[src/dalcmp_defines.svh]
// register indices, field positions, reset values and bus codes of the alarm block
`ifndef DALCMP_DEFINES_SVH
`define DALCMP_DEFINES_SVH

// register indices; byte address is four times the index
`define DALCMP_IDX_CTRL       6'h07
`define DALCMP_IDX_A0_SEC     6'h0A
`define DALCMP_IDX_A0_MIN     6'h0B
`define DALCMP_IDX_A0_HOUR    6'h0C
`define DALCMP_IDX_A0_WKDAY   6'h0D
`define DALCMP_IDX_A0_DATE    6'h0E
`define DALCMP_IDX_A0_MTH     6'h0F
`define DALCMP_IDX_A1_SEC     6'h11
`define DALCMP_IDX_A1_MIN     6'h12
`define DALCMP_IDX_A1_HOUR    6'h13
`define DALCMP_IDX_A1_WKDAY   6'h14
`define DALCMP_IDX_A1_DATE    6'h15
`define DALCMP_IDX_A1_MTH     6'h16

// weekday/hours/control register fields
`define DALCMP_WK_POL_BIT     7
`define DALCMP_WK_SEL_HI      6
`define DALCMP_WK_SEL_LO      4
`define DALCMP_WK_FLAG_BIT    3
`define DALCMP_HR_FMT_BIT     6
`define DALCMP_HR_PM_BIT      5
`define DALCMP_CTRL_GPO_BIT   7
`define DALCMP_CTRL_SQW_BIT   6
`define DALCMP_CTRL_EN1_BIT   5
`define DALCMP_CTRL_EN0_BIT   4

// reset values
`define DALCMP_RST_WKDAY      3'h1
`define DALCMP_RST_DATE       6'h01
`define DALCMP_RST_MTH        5'h01
`define DALCMP_RST_GPO        1'b1

// bus response codes
`define DALCMP_RESP_OKAY      2'h0
`define DALCMP_RESP_SLVERR    2'h2

`endif

[src/dalcmp_pkg.sv]
// types shared by the dual alarm comparator
package dalcmp_pkg;

   typedef logic [7:0] dalcmp_byte_t;

   typedef enum logic [2:0]
   {
      DALCMP_SEL_SEC   = 3'b000,
      DALCMP_SEL_MIN   = 3'b001,
      DALCMP_SEL_HOUR  = 3'b010,
      DALCMP_SEL_WKDAY = 3'b011,
      DALCMP_SEL_DATE  = 3'b100,
      DALCMP_SEL_RSV5  = 3'b101,
      DALCMP_SEL_RSV6  = 3'b110,
      DALCMP_SEL_ALL   = 3'b111
   } dalcmp_match_sel_t;

   typedef enum logic [1:0]
   {
      DALCMP_OUT_GPO   = 2'b00,
      DALCMP_OUT_ALARM = 2'b01,
      DALCMP_OUT_SQW   = 2'b10
   } dalcmp_out_mode_t;

endpackage

[src/dalcmp_top.sv]
// dual alarm comparator with AXI4-Lite register slave and output pin mux
`include "dalcmp_defines.svh"

// How it works
// [RULE1] two identical independent alarm units
// [RULE2] hardware sets flag when selected fields match
// [RULE3] select code picks compared fields
// [RULE4] software never writes reserved codes 101, 110
// [RULE5] hours compare honours 12/24 hour format
// [RULE6] flag sticky; re-set while match persists
// [RULE7] flag not writable; weekday write clears it
// [RULE8] enabled alarm, no square wave: pin interrupts
// [RULE9] polarity bit sets asserted pin level
// [RULE10] values kept as BCD; unused bits zero
// [RULE11] seconds/minutes: tens 6-4, ones 3-0
// [RULE12] hours bit 6 mirrors timekeeping format
// [RULE13] hours: pm bit 5 or tens 5-4
// [RULE14] weekday bits 2-0 hold day 1..7
// [RULE15] date: tens 5-4, ones 3-0
// [RULE16] month: tens bit 4, ones 3-0
// [RULE17] software loads only valid BCD
// [RULE18] software follows the configuration order
// [RULE19] control bits 5 and 4 enable units
// [RULE20] one enabled: pin is flag or inverse
// [RULE21] both enabled: OR, or inverted AND
// [RULE22] compare tracks counters; disabled unit off pin
module dalcmp_top
(
   // clock and reset
   input  wire logic                  mclk,
   input  wire logic                  nrst,
   // AXI4-Lite write channels
   input  wire logic [7:0]            s_axi_awaddr,
   input  wire logic                  s_axi_awvalid,
   output logic                       s_axi_awready,
   input  wire logic [31:0]           s_axi_wdata,
   input  wire logic [3:0]            s_axi_wstrb,
   input  wire logic                  s_axi_wvalid,
   output logic                       s_axi_wready,
   output logic [1:0]                 s_axi_bresp,
   output logic                       s_axi_bvalid,
   input  wire logic                  s_axi_bready,
   // AXI4-Lite read channels
   input  wire logic [7:0]            s_axi_araddr,
   input  wire logic                  s_axi_arvalid,
   output logic                       s_axi_arready,
   output logic [31:0]                s_axi_rdata,
   output logic [1:0]                 s_axi_rresp,
   output logic                       s_axi_rvalid,
   input  wire logic                  s_axi_rready,
   // current timekeeping values
   input  wire dalcmp_pkg::dalcmp_byte_t cur_seconds,
   input  wire dalcmp_pkg::dalcmp_byte_t cur_minutes,
   input  wire dalcmp_pkg::dalcmp_byte_t timekeeping_hours_reg,
   input  wire dalcmp_pkg::dalcmp_byte_t cur_weekday,
   input  wire dalcmp_pkg::dalcmp_byte_t cur_date,
   input  wire dalcmp_pkg::dalcmp_byte_t cur_month,
   input  wire logic                  square_wave_level,
   // flags and open-drain multi_function_pin
   output logic [1:0]                 alarm_match_flag,
   output logic                       multi_function_pin_o,
   output logic                       multi_function_pin_oe
);
   import dalcmp_pkg::*;

   localparam int NU = 2;

   logic [6:0]        sec_q [NU];
   logic [6:0]        min_q [NU];
   logic [5:0]        hour_q [NU];
   logic [2:0]        wkday_q [NU];
   dalcmp_match_sel_t sel_q [NU];
   logic [5:0]        date_q [NU];
   logic [4:0]        mth_q [NU];
   logic [1:0]        flag_q;
   logic              pol_q;
   logic              gpo_q;
   logic              sqw_en_q;
   logic [1:0]        en_q;
   logic [1:0]        match;
   logic [1:0]        wk_wr;
   logic              mfp_q;
   logic              mfp_d;

   logic              aw_full_q;
   logic [5:0]        aw_idx_q;
   logic              w_full_q;
   logic [7:0]        w_data_q;
   logic              w_lane_q;
   logic              bvalid_q;
   logic [1:0]        bresp_q;
   logic              rvalid_q;
   logic [1:0]        rresp_q;
   logic [31:0]       rdata_q;
   logic              wr_fire;
   logic              wr_en;

   // index of field f (0 sec .. 5 month) of unit u
   function automatic logic [5:0] reg_idx(input int u, input int f);
      logic [5:0] r;
      r = 6'h00;
      case (f)
         0: r = (u == 0) ? `DALCMP_IDX_A0_SEC : `DALCMP_IDX_A1_SEC;
         1: r = (u == 0) ? `DALCMP_IDX_A0_MIN : `DALCMP_IDX_A1_MIN;
         2: r = (u == 0) ? `DALCMP_IDX_A0_HOUR : `DALCMP_IDX_A1_HOUR;
         3: r = (u == 0) ? `DALCMP_IDX_A0_WKDAY : `DALCMP_IDX_A1_WKDAY;
         4: r = (u == 0) ? `DALCMP_IDX_A0_DATE : `DALCMP_IDX_A1_DATE;
         default: r = (u == 0) ? `DALCMP_IDX_A0_MTH : `DALCMP_IDX_A1_MTH;
      endcase
      return r;
   endfunction

   function automatic logic reg_hit(input logic [5:0] idx);
      logic h;
      h = (idx == `DALCMP_IDX_CTRL);
      for (int u = 0; u < NU; u++)
         for (int f = 0; f < 6; f++)
            h = h | (idx == reg_idx(u, f));
      return h;
   endfunction

   // 12-hour: pm flag plus one tens bit; 24-hour: two tens bits
   function automatic logic hour_eq(input logic [5:0] a, input dalcmp_byte_t cur);
      if (cur[`DALCMP_HR_FMT_BIT])
         return (a[`DALCMP_HR_PM_BIT] == cur[`DALCMP_HR_PM_BIT]) && (a[4:0] == cur[4:0]); // [RULE5]
      else
         return (a[5:4] == cur[5:4]) && (a[3:0] == cur[3:0]); // [RULE5]
   endfunction

   // read value; bit 6 of hours is the live format bit
   function automatic dalcmp_byte_t rd_mux(input logic [5:0] idx);
      dalcmp_byte_t v;
      v = 8'h00;
      if (idx == `DALCMP_IDX_CTRL)
         v = {gpo_q, sqw_en_q, en_q[1], en_q[0], 4'h0};
      for (int u = 0; u < NU; u++)
      begin
         if (idx == reg_idx(u, 0)) v = {1'b0, sec_q[u]}; // [RULE11]
         if (idx == reg_idx(u, 1)) v = {1'b0, min_q[u]}; // [RULE11]
         if (idx == reg_idx(u, 2))
            v = {1'b0, timekeeping_hours_reg[`DALCMP_HR_FMT_BIT], hour_q[u]}; // [RULE12]
         if (idx == reg_idx(u, 3))
            v = {pol_q, sel_q[u], flag_q[u], wkday_q[u]}; // [RULE14]
         if (idx == reg_idx(u, 4)) v = {2'b00, date_q[u]}; // [RULE15]
         if (idx == reg_idx(u, 5)) v = {3'b000, mth_q[u]}; // [RULE16]
      end
      return v;
   endfunction

   // write address and data are taken independently
   assign s_axi_awready = ~aw_full_q;
   assign s_axi_wready  = ~w_full_q;
   assign wr_fire       = aw_full_q & w_full_q & ~bvalid_q;
   assign wr_en         = wr_fire & w_lane_q & reg_hit(aw_idx_q);

   always_ff @(posedge mclk or negedge nrst)
   begin
      if (!nrst)
      begin
         aw_full_q <= 1'b0;
         aw_idx_q  <= 6'h00;
      end
      else if (s_axi_awvalid && !aw_full_q)
      begin
         aw_full_q <= 1'b1;
         aw_idx_q  <= s_axi_awaddr[7:2];
      end
      else if (wr_fire)
         aw_full_q <= 1'b0;
   end

   always_ff @(posedge mclk or negedge nrst)
   begin
      if (!nrst)
      begin
         w_full_q <= 1'b0;
         w_data_q <= 8'h00;
         w_lane_q <= 1'b0;
      end
      else if (s_axi_wvalid && !w_full_q)
      begin
         w_full_q <= 1'b1;
         w_data_q <= s_axi_wdata[7:0];
         w_lane_q <= s_axi_wstrb[0];
      end
      else if (wr_fire)
         w_full_q <= 1'b0;
   end

   always_ff @(posedge mclk or negedge nrst)
   begin
      if (!nrst)
      begin
         bvalid_q <= 1'b0;
         bresp_q  <= `DALCMP_RESP_OKAY;
      end
      else if (wr_fire)
      begin
         bvalid_q <= 1'b1;
         bresp_q  <= reg_hit(aw_idx_q) ? `DALCMP_RESP_OKAY : `DALCMP_RESP_SLVERR;
      end
      else if (s_axi_bready)
         bvalid_q <= 1'b0;
   end

   assign s_axi_bvalid  = bvalid_q;
   assign s_axi_bresp   = bresp_q;
   assign s_axi_arready = ~rvalid_q;

   always_ff @(posedge mclk or negedge nrst)
   begin
      if (!nrst)
      begin
         rvalid_q <= 1'b0;
         rresp_q  <= `DALCMP_RESP_OKAY;
         rdata_q  <= 32'h0000_0000;
      end
      else if (s_axi_arvalid && !rvalid_q)
      begin
         rvalid_q <= 1'b1;
         rresp_q  <= reg_hit(s_axi_araddr[7:2]) ? `DALCMP_RESP_OKAY : `DALCMP_RESP_SLVERR;
         rdata_q  <= {24'h00_0000, rd_mux(s_axi_araddr[7:2])}; // [RULE10]
      end
      else if (s_axi_rready)
         rvalid_q <= 1'b0;
   end

   assign s_axi_rvalid = rvalid_q;
   assign s_axi_rresp  = rresp_q;
   assign s_axi_rdata  = rdata_q;

   // control register
   always_ff @(posedge mclk or negedge nrst)
   begin
      if (!nrst)
      begin
         gpo_q    <= `DALCMP_RST_GPO;
         sqw_en_q <= 1'b0;
         en_q     <= 2'b00;
      end
      else if (wr_en && aw_idx_q == `DALCMP_IDX_CTRL)
      begin
         gpo_q    <= w_data_q[`DALCMP_CTRL_GPO_BIT];
         sqw_en_q <= w_data_q[`DALCMP_CTRL_SQW_BIT];
         en_q     <= {w_data_q[`DALCMP_CTRL_EN1_BIT], w_data_q[`DALCMP_CTRL_EN0_BIT]}; // [RULE19]
      end
   end

   // polarity is one shared bit, seen in both weekday registers
   always_ff @(posedge mclk or negedge nrst)
   begin
      if (!nrst)
         pol_q <= 1'b0;
      else if (wk_wr != 2'b00)
         pol_q <= w_data_q[`DALCMP_WK_POL_BIT]; // [RULE9]
   end

   // per-unit match values, unused bits never stored
   always_ff @(posedge mclk or negedge nrst)
   begin
      if (!nrst)
      begin
         for (int u = 0; u < NU; u++)
         begin
            sec_q[u]   <= 7'h00;
            min_q[u]   <= 7'h00;
            hour_q[u]  <= 6'h00;
            wkday_q[u] <= `DALCMP_RST_WKDAY;
            sel_q[u]   <= DALCMP_SEL_SEC;
            date_q[u]  <= `DALCMP_RST_DATE;
            mth_q[u]   <= `DALCMP_RST_MTH;
         end
      end
      else if (wr_en)
      begin
         for (int u = 0; u < NU; u++) // [RULE1]
         begin
            if (aw_idx_q == reg_idx(u, 0)) sec_q[u] <= w_data_q[6:0]; // [RULE11]
            if (aw_idx_q == reg_idx(u, 1)) min_q[u] <= w_data_q[6:0]; // [RULE11]
            if (aw_idx_q == reg_idx(u, 2)) hour_q[u] <= w_data_q[5:0]; // [RULE13]
            if (aw_idx_q == reg_idx(u, 3))
            begin
               wkday_q[u] <= w_data_q[2:0]; // [RULE14]
               sel_q[u]   <= dalcmp_match_sel_t'(w_data_q[`DALCMP_WK_SEL_HI:`DALCMP_WK_SEL_LO]);
            end
            if (aw_idx_q == reg_idx(u, 4)) date_q[u] <= w_data_q[5:0]; // [RULE15]
            if (aw_idx_q == reg_idx(u, 5)) mth_q[u] <= w_data_q[4:0]; // [RULE16]
         end
      end
   end

   // continuous compare follows every counter update
   always_comb
   begin
      logic s_eq;
      logic m_eq;
      logic h_eq;
      logic w_eq;
      logic d_eq;
      logic mo_eq;
      s_eq  = 1'b0;
      m_eq  = 1'b0;
      h_eq  = 1'b0;
      w_eq  = 1'b0;
      d_eq  = 1'b0;
      mo_eq = 1'b0;
      match = 2'b00;
      wk_wr = 2'b00;
      for (int u = 0; u < NU; u++)
      begin
         wk_wr[u] = wr_en && (aw_idx_q == reg_idx(u, 3));
         s_eq     = sec_q[u] == cur_seconds[6:0]; // [RULE10]
         m_eq     = min_q[u] == cur_minutes[6:0];
         h_eq     = hour_eq(hour_q[u], timekeeping_hours_reg);
         w_eq     = wkday_q[u] == cur_weekday[2:0];
         d_eq     = date_q[u] == cur_date[5:0];
         mo_eq    = mth_q[u] == cur_month[4:0];
         unique case (sel_q[u]) // [RULE3] [RULE22]
            DALCMP_SEL_SEC:   match[u] = s_eq;
            DALCMP_SEL_MIN:   match[u] = m_eq;
            DALCMP_SEL_HOUR:  match[u] = h_eq;
            DALCMP_SEL_WKDAY: match[u] = w_eq;
            DALCMP_SEL_DATE:  match[u] = d_eq;
            DALCMP_SEL_ALL:   match[u] = s_eq & m_eq & h_eq & w_eq & d_eq & mo_eq;
            // reserved codes never match
            default:          match[u] = 1'b0;
         endcase
      end
   end

   // set wins over the clearing write, so a held match re-arms at once
   always_ff @(posedge mclk or negedge nrst)
   begin
      if (!nrst)
         flag_q <= 2'b00;
      else
         flag_q <= match | (flag_q & ~wk_wr); // [RULE2] [RULE6] [RULE7]
   end

   assign alarm_match_flag = flag_q;

   // pin mux; disabled units are masked out of the pin only
   always_comb
   begin
      dalcmp_out_mode_t mode;
      logic [1:0]       live;
      live = flag_q & en_q; // [RULE22]
      mode = DALCMP_OUT_GPO;
      if (sqw_en_q)
         mode = DALCMP_OUT_SQW;
      else if (en_q != 2'b00)
         mode = DALCMP_OUT_ALARM; // [RULE8]
      else
         mode = DALCMP_OUT_GPO;
      unique case (mode)
         DALCMP_OUT_SQW:   mfp_d = square_wave_level;
         DALCMP_OUT_ALARM:
            if (pol_q)
               mfp_d = |live; // [RULE20] [RULE21]
            else if (en_q == 2'b11)
               mfp_d = ~&flag_q; // [RULE21]
            else
               mfp_d = ~|live; // [RULE20]
         DALCMP_OUT_GPO:   mfp_d = gpo_q;
         default:          mfp_d = gpo_q;
      endcase
   end

   always_ff @(posedge mclk or negedge nrst)
   begin
      if (!nrst)
         mfp_q <= `DALCMP_RST_GPO;
      else
         mfp_q <= mfp_d;
   end

   // open drain: only ever pulls low
   assign multi_function_pin_o  = 1'b0;
   assign multi_function_pin_oe = ~mfp_q;

   logic single0_exp;
   logic dual_or_exp;
   logic dual_and_exp;
   assign single0_exp  = pol_q ? flag_q[0] : ~flag_q[0];
   assign dual_or_exp  = |flag_q;
   assign dual_and_exp = ~&flag_q;
endmodule
[config.mk]
export PLATFORM = sky130hd
export DESIGN_NAME = dalcmp_top
export DESIGN_NICKNAME = d
export VERILOG_FILES = /design/src/dalcmp_pkg.sv /design/src/dalcmp_top.sv
export VERILOG_INCLUDE_DIRS = /design/src
export SDC_FILE = /design/constraint.sdc
export NUM_CORES = 1
export LEC_CHECK = 0
export ABC_AREA = 1
export BUFFER_PORTS_ARGS = -buffer_cell sky130_fd_sc_hd__buf_4
export CORE_UTILIZATION = 59
export DETAILED_ROUTE_END_ITERATION = 12
export PLACE_DENSITY = 0.85
export SYNTH_ARGS = -nofsm -noshare
export SYNTH_HDL_FRONTEND = slang
export SYNTH_SLANG_ARGS = --single-unit
[constraint.sdc]
create_clock -name mclk -period 4.9 [get_ports mclk]
set_input_delay 0.245 -clock mclk [delete_from_list [all_inputs] [get_ports mclk]]
set_output_delay 0.245 -clock mclk [all_outputs]
set_load 0.1 [all_outputs]
# After elaboration in Yosys (flattened, before gate mapping)
# Cells that the tools add are included.
dict set report classes {
  mux 67
  n_eq_ne 81
  bitwise_logic 59
  n_reduce_logical 37
}
# operator count
set op_table {}
lappend op_table {{6-bit equality test} 38}
lappend op_table {{6-bit 2-to-1 mux} 36}
lappend op_table {{8-bit 2-to-1 mux} 13}
lappend op_table {{6-bit by 4-bit equality test with 1-bit output, second input constant} 6}
lappend op_table {{6-bit by 5-bit equality test with 1-bit output, second input constant} 6}
lappend op_table {{1-bit OR} 36}
lappend op_table {{7-bit equality test} 4}
lappend op_table {{2-bit AND reduction} 13}
lappend op_table {{5-bit equality test} 4}
lappend op_table {{1-bit bitwise AND} 14}
lappend op_table {{3-bit by 2-bit equality test with 1-bit output, second input constant} 4}
lappend op_table {{3-bit equality test, second input constant} 4}
lappend op_table {{6-bit by 3-bit equality test with 1-bit output, second input constant} 2}
lappend op_table {{1-bit 2-to-1 mux} 12}
lappend op_table {{1-bit one-hot mux with 6 select lines} 2}
lappend op_table {{2-bit nonzero test} 6}
lappend op_table {{1-bit logical AND} 10}
lappend op_table {{4-bit equality test} 2}
lappend op_table {{3-bit by 1-bit equality test with 1-bit output, second input constant} 2}
lappend op_table {{3-bit equality test} 2}
lappend op_table {{3-bit logical NOT} 2}
lappend op_table {{2-bit 2-to-1 mux} 3}
lappend op_table {{1-bit logical NOT} 5}
lappend op_table {{1-bit inverter} 5}
lappend op_table {{other kinds (9)} 13}
dict set report word_totals {
  regBits 113
  wordCells 274
  in_bits 108
  out_inout_bits 45
}

# Logic depth before layout (Yosys ltp)
dict set report logic_depth {
  depth_word 18
  depth_mapped 13
  ltp_nobuf 13
}

# Least setup slack after synthesis
# No wires, ideal clock.
dict set report synth_timing {
  kind {register to register}
  start {register rvalid_q (netlist: s_axi_rvalid)}
  end {register rresp_q[1] (netlist: s_axi_rresp[1])}
  slack_ns 2.524
  setup_time_ns 0.123
  path_stages_with_launch 7
  n_path_buf 0
  period_less_slack_ns 2.376
  arrival_ns 2.253
  required_ns 4.777
  path_cell_list {dfrtp_1 -> inv_1 -> nand2_1 -> inv_1 -> nand2_1 -> inv_1 -> a32o_1}
}
dict set report synth_between {
  elab_chain_len 2
}
# element line_no
set synth_lines {}
lappend synth_lines {{from (decl)} dalcmp_top.sv:92} ;# logic rvalid_q;
lappend synth_lines {{from (signal assigned)} dalcmp_top.sv:214} ;# rvalid_q <= 1'b0;
lappend synth_lines {{from (signal assigned)} dalcmp_top.sv:220} ;# rvalid_q <= 1'b1;
lappend synth_lines {{from (signal assigned)} dalcmp_top.sv:225} ;# rvalid_q <= 1'b0;
lappend synth_lines {{1-bit logical NOT} dalcmp_top.sv:218} ;# else if (s_axi_arvalid && !rvalid_q)
lappend synth_lines {{1-bit logical AND} dalcmp_top.sv:218}
lappend synth_lines {{to (signal assigned)} dalcmp_top.sv:215} ;# rresp_q <= `DALCMP_RESP_OKAY;
lappend synth_lines {{to (signal assigned)} dalcmp_top.sv:221} ;# rresp_q <= reg_hit(s_axi_araddr[7:2]) ? `DALCMP_RESP_OKAY : `DALCMP_RESP_SLVERR;
lappend synth_lines {{to (decl)} dalcmp_top.sv:93} ;# logic [1:0] rresp_q;
# Every way passes these cells.
# A chain may end at the register's enable or synchronous reset.

# Worst setup path in the final report
dict set report layout_timing {
  start {register aw_idx_q[3]}
  end {register sec_q[10] in the netlist's numbering}
}
dict set report layout_between {
  elab_chain_len 15
  word_cells_on_any_way 28
  cone_classes {14 x eq/ne; 13 x bitwise; 1 x reduce/logical}
}
# element line_no
set layout_lines {}
lappend layout_lines {{from (decl)} dalcmp_top.sv:86} ;# logic [5:0] aw_idx_q;
lappend layout_lines {{from (signal assigned)} dalcmp_top.sv:166} ;# aw_idx_q <= s_axi_awaddr[7:2];
lappend layout_lines {{6-bit by 3-bit equality test with 1-bit output (no line) / 6-bit by 4-bit equality test with 1-bit output (equally long branches)} n/a}
lappend layout_lines {{1-bit OR (12 in series)} dalcmp_top.sv:118} ;# h = h | (idx == reg_idx(u, f));
lappend layout_lines {{1-bit bitwise AND} dalcmp_top.sv:154} ;# assign wr_en = wr_fire & w_lane_q & reg_hit(aw_idx_q);
lappend layout_lines {{2-bit AND reduction (no line) (*)} n/a}
lappend layout_lines {{to (signal, indexed assignment)} dalcmp_top.sv:278} ;# if (aw_idx_q == reg_idx(u, 0)) sec_q[u] <= w_data_q[6:0];
lappend layout_lines {{to (decl)} dalcmp_top.sv:68} ;# logic [6:0] sec_q [NU];
# Every way passes the cells marked *; elsewhere a longest branch is shown, timed or not.

==> results.py <==
metrics = {
    "timing": {
        "fin_worst_skew_ns": 0.0163,
        "maxSlewHeadroom": 0.438,
        "min_period_ns": 2.29,
        "tns_ns": 0,
        "drv_slew": 0,
        "fmax_ghz": 0.436,
        "fin_crit_sh": 0.468,
        "setup_viol": 0,
        "hold_viol": 0,
        "rsz0062_at_grt": "false",
        "worst_slew_pin_slew_ns": 0.842,
    },
    "pwr": {
        "p_per_area_nw_per_um2": 368,
        "p_leak_uw": 0.00353,
        "ir_worst_vdd_uv": 407,
    },
    "setup_path": {
        "startpoint": "aw_idx_q[3]",
        "slowest_delay_ns": 0.41,
        "crit_path_max_fanout": 14,
        "endpoint_kind": "register",
        "path_cells": "inv_2 -> nand2_1 -> nor2_1 -> nand2_1 -> nand3_2 -> nand2_2 -> nor2_4 -> nand3_2 -> nand2_1 -> o21ai_0",
        "cpMostUsedCell": "nand2_1",
        "crit_slowest_cell": "dfrtp_1",
        "regToRegStartpoint": "aw_idx_q[3]",
        "critical_path_class": "register to register",
        "arrival_ns": 2.54,
        "worstPathRequired_ns": 5.14,
        "startpoint_type": "register",
    },
    "die": {
        "core_area_um2": 10500,
        "fp.dieH_um": 106,
        "die-area_um2": 11300,
        "initial_core_util": 0.615,
        "ios": 153,
        "chipWidth_um": 106,
        "row_count": 37,
    },
    "routing": {
        "first_pass_iters": 5,
        "wire_per_inst_um": 15.8,
        "drc": 0,
        "wl_met2_um": 7550,
        "ant_nets": 0,
        "wl_met1_um": 7020,
        "wl_met3_um": 1250,
        "top_layer_used": "met4",
        "first_iter_violations": 374,
        "routed_wl_um": 16500,
        "via_per_inst": 5.42,
        "vias": 5657,
    },
    "min_path": {
        "min_from": "s_axi_bready",
        "hold_class": "input pin to register",
    },
    "place": {
        "place_hpwl_um": 12800,
        "dp_cells": 1027,
        "place_area_um2": 6980,
        "place.gp.congestion": 0.991,
        "io_buffers": 81,
    },
    "cells_and_area": {
        "drive_gt1_frac": 0.164,
        "final_util": 0.688,
        "finalNonFillerCells": 1044,
        "diodes": 0,
        "final_area_um2": 7200,
        "area_delta_synth_final_pct": 11.8,
        "nets": 1011,
    },
    "logic_synthesis": {
        "ys_ff_latch": 111,
        "yosys.area.top_type": "dfrtp_1",
        "synth_cell_type_count": 43,
        "syn_area_per_cell_um2": 7.76,
        "yosysWarnings": 0,
        "netlist_top_cells_area": "dfrtp_1, nand2_1, xnor2_1, inv_1, nor2_1",
        "synth_edf_count": 0,
        "synth_flop_cell": "dfrtp_1",
        "ys_seq_area_frac": 0.433,
        "synth_top_area_frac": 0.400,
        "synthesis.area_um2": 6440,
        "synth-async-reset-ratio": 1.00,
        "syn_inst": 830,
    },
    "clock_network": {
        "cts_buffer_depth": 2,
        "insertion_delay_ns": 0.39,
        "clock_sinks": 111,
        "cts.clk_slew.worst_paths_ns": 0.11,
        "tritoncts": "done",
        "cts_buffers": 9,
        "clockRootBuffer": "clkbuf_8",
        "post_cts_resized": 0,
        "htreeDepth": 3,
    },
    "global_routing": {
        "overflow": 0,
        "grt_pass1_wl_um": 26700,
        "antenna_found_initial": 0,
        "grt_pass1_vias": 5387,
        "grt_max_degree": 70,
        "grtUsageTotal": 0.311,
    },
    "run": {
        "cap_violations": 0,
    },
    "outcome": {
        "status": "complete, no violations",
    },
}
[cell usage after synthesis (all sizes together), types with 10 or more instances]
library cell    n
nor2           81
xor2           10
nand3          31
o21ai         107
dfrtp         103
xnor2          43
inv            83
nor3           16
nand4          10
a21oi          28
buf            39
nand2         231
[cell usage in the layout (no fill, tap or decap), drive strengths merged, types with 3 or more instances in the layout]
master / instances
dfrtp: 103
nand2: 231
nor4: 5
nand4: 10
xnor2: 43
o21ai: 107
buf: 82
dfstp: 8
xor2: 10
conb: 27
a21oi: 28
or2: 4
nor3: 16
nor2: 81
nand3: 31
inv: 86
o22ai: 6
clkbuf: 9
o211ai: 3
[power by group]
part,internal (uW),total (uW),switching (uW)
Clock,248,581,333
Combinational,210,926,717
Sequential,1040,1150,100
Total,1500,2650,1150
[registers in the layout, summed over array words and instances (netlist names), 2 cells and up]
name	count
alarm_match_flag	2
aw_idx_q	6
date_q	12
en_q	2
hour_q	12
min_q	14
mth_q	10
s_axi_rdata	8
sec_q	14
sel_q	6
w_data_q	8
wkday_q	6
[stage by stage]
| stage | hold slack [ns] | power, uW | worst slack (ns) |
|---|---|---|---|
| 6_report | 0.0208 | 2650 | 2.61 |
| 5_1_grt | 0.0376 | 2790 | 2.39 |
| 4_1_cts | 0.0155 | 2660 | 2.62 |
| 3_5_place_dp | 0.405 | 2090 | 2.67 |
| 3_3_place_gp | 0.404 | 2060 | 2.74 |
| 2_1_floorplan | -0.0506 | 1840 | 2.52 |
[cells by family after synthesis]
| group | count (synthesis) | share of synthesized area |
|---|---|---|
| XOR/XNOR | 53 | 0.0721 |
| AND/OR/NAND/NOR | 380 | 0.253 |
| buffers and inverters | 130 | 0.102 |
| other | 1 | 0.000582 |
| flip-flops | 111 | 0.433 |
| AO/OA/AOI/OAI | 153 | 0.136 |
| multiplexers | 2 | 0.00350 |
[worst max-delay path: cells and delay by family, from the launching register on]
| family | cells | cell delay [ns] |
|---|---|---|
| DFF | 1 | 0.41 |
| AOI/OAI and AO/OA | 1 | 0.08 |
| and+or+nand+nor | 8 | 1.55 |
| buffers and inverters | 1 | 0.11 |
[timing repair]
action	in CTS	in global routing
endpoints found under the hold margin	26	0
setup buffers	0	0
hold buffers	1	0
endpoints found under the setup margin	0	0
[metal layers]
layer  GRT usage  up-vias
met4       0.146        0
met3      0.0681       45
li1            -     2774
met5           0        -
met2       0.486      236
met1       0.413     2602
[layout make-up]
type                       instances  area (um^2)
fill                             861         3260
clock inverter                     7         90.1
clock buffer                       9          124
tap                              136          170
inverter                          83          312
multi-input combinational        615         3090
sequential                       111         2790
timing repair buffer              83          626
[path summary, 6_finish.rpt]
kind | slack (ns) | depth (start not counted) | to
worst max register to register | 2.61 | 10 | sec_q[10]
worst min-delay path | 0.02 | 2 | s_axi_bvalid
worst max-delay path | 2.61 | 10 | sec_q[10]
min in group asynchronous | 0.50 | 2 | aw_idx_q[2]
max in group asynchronous | 3.31 | 3 | mth_q[0]
worst min register to register | 0.48 | 2 | date_q[0]
No activity file was read; power rests on OpenSTA's default activity.
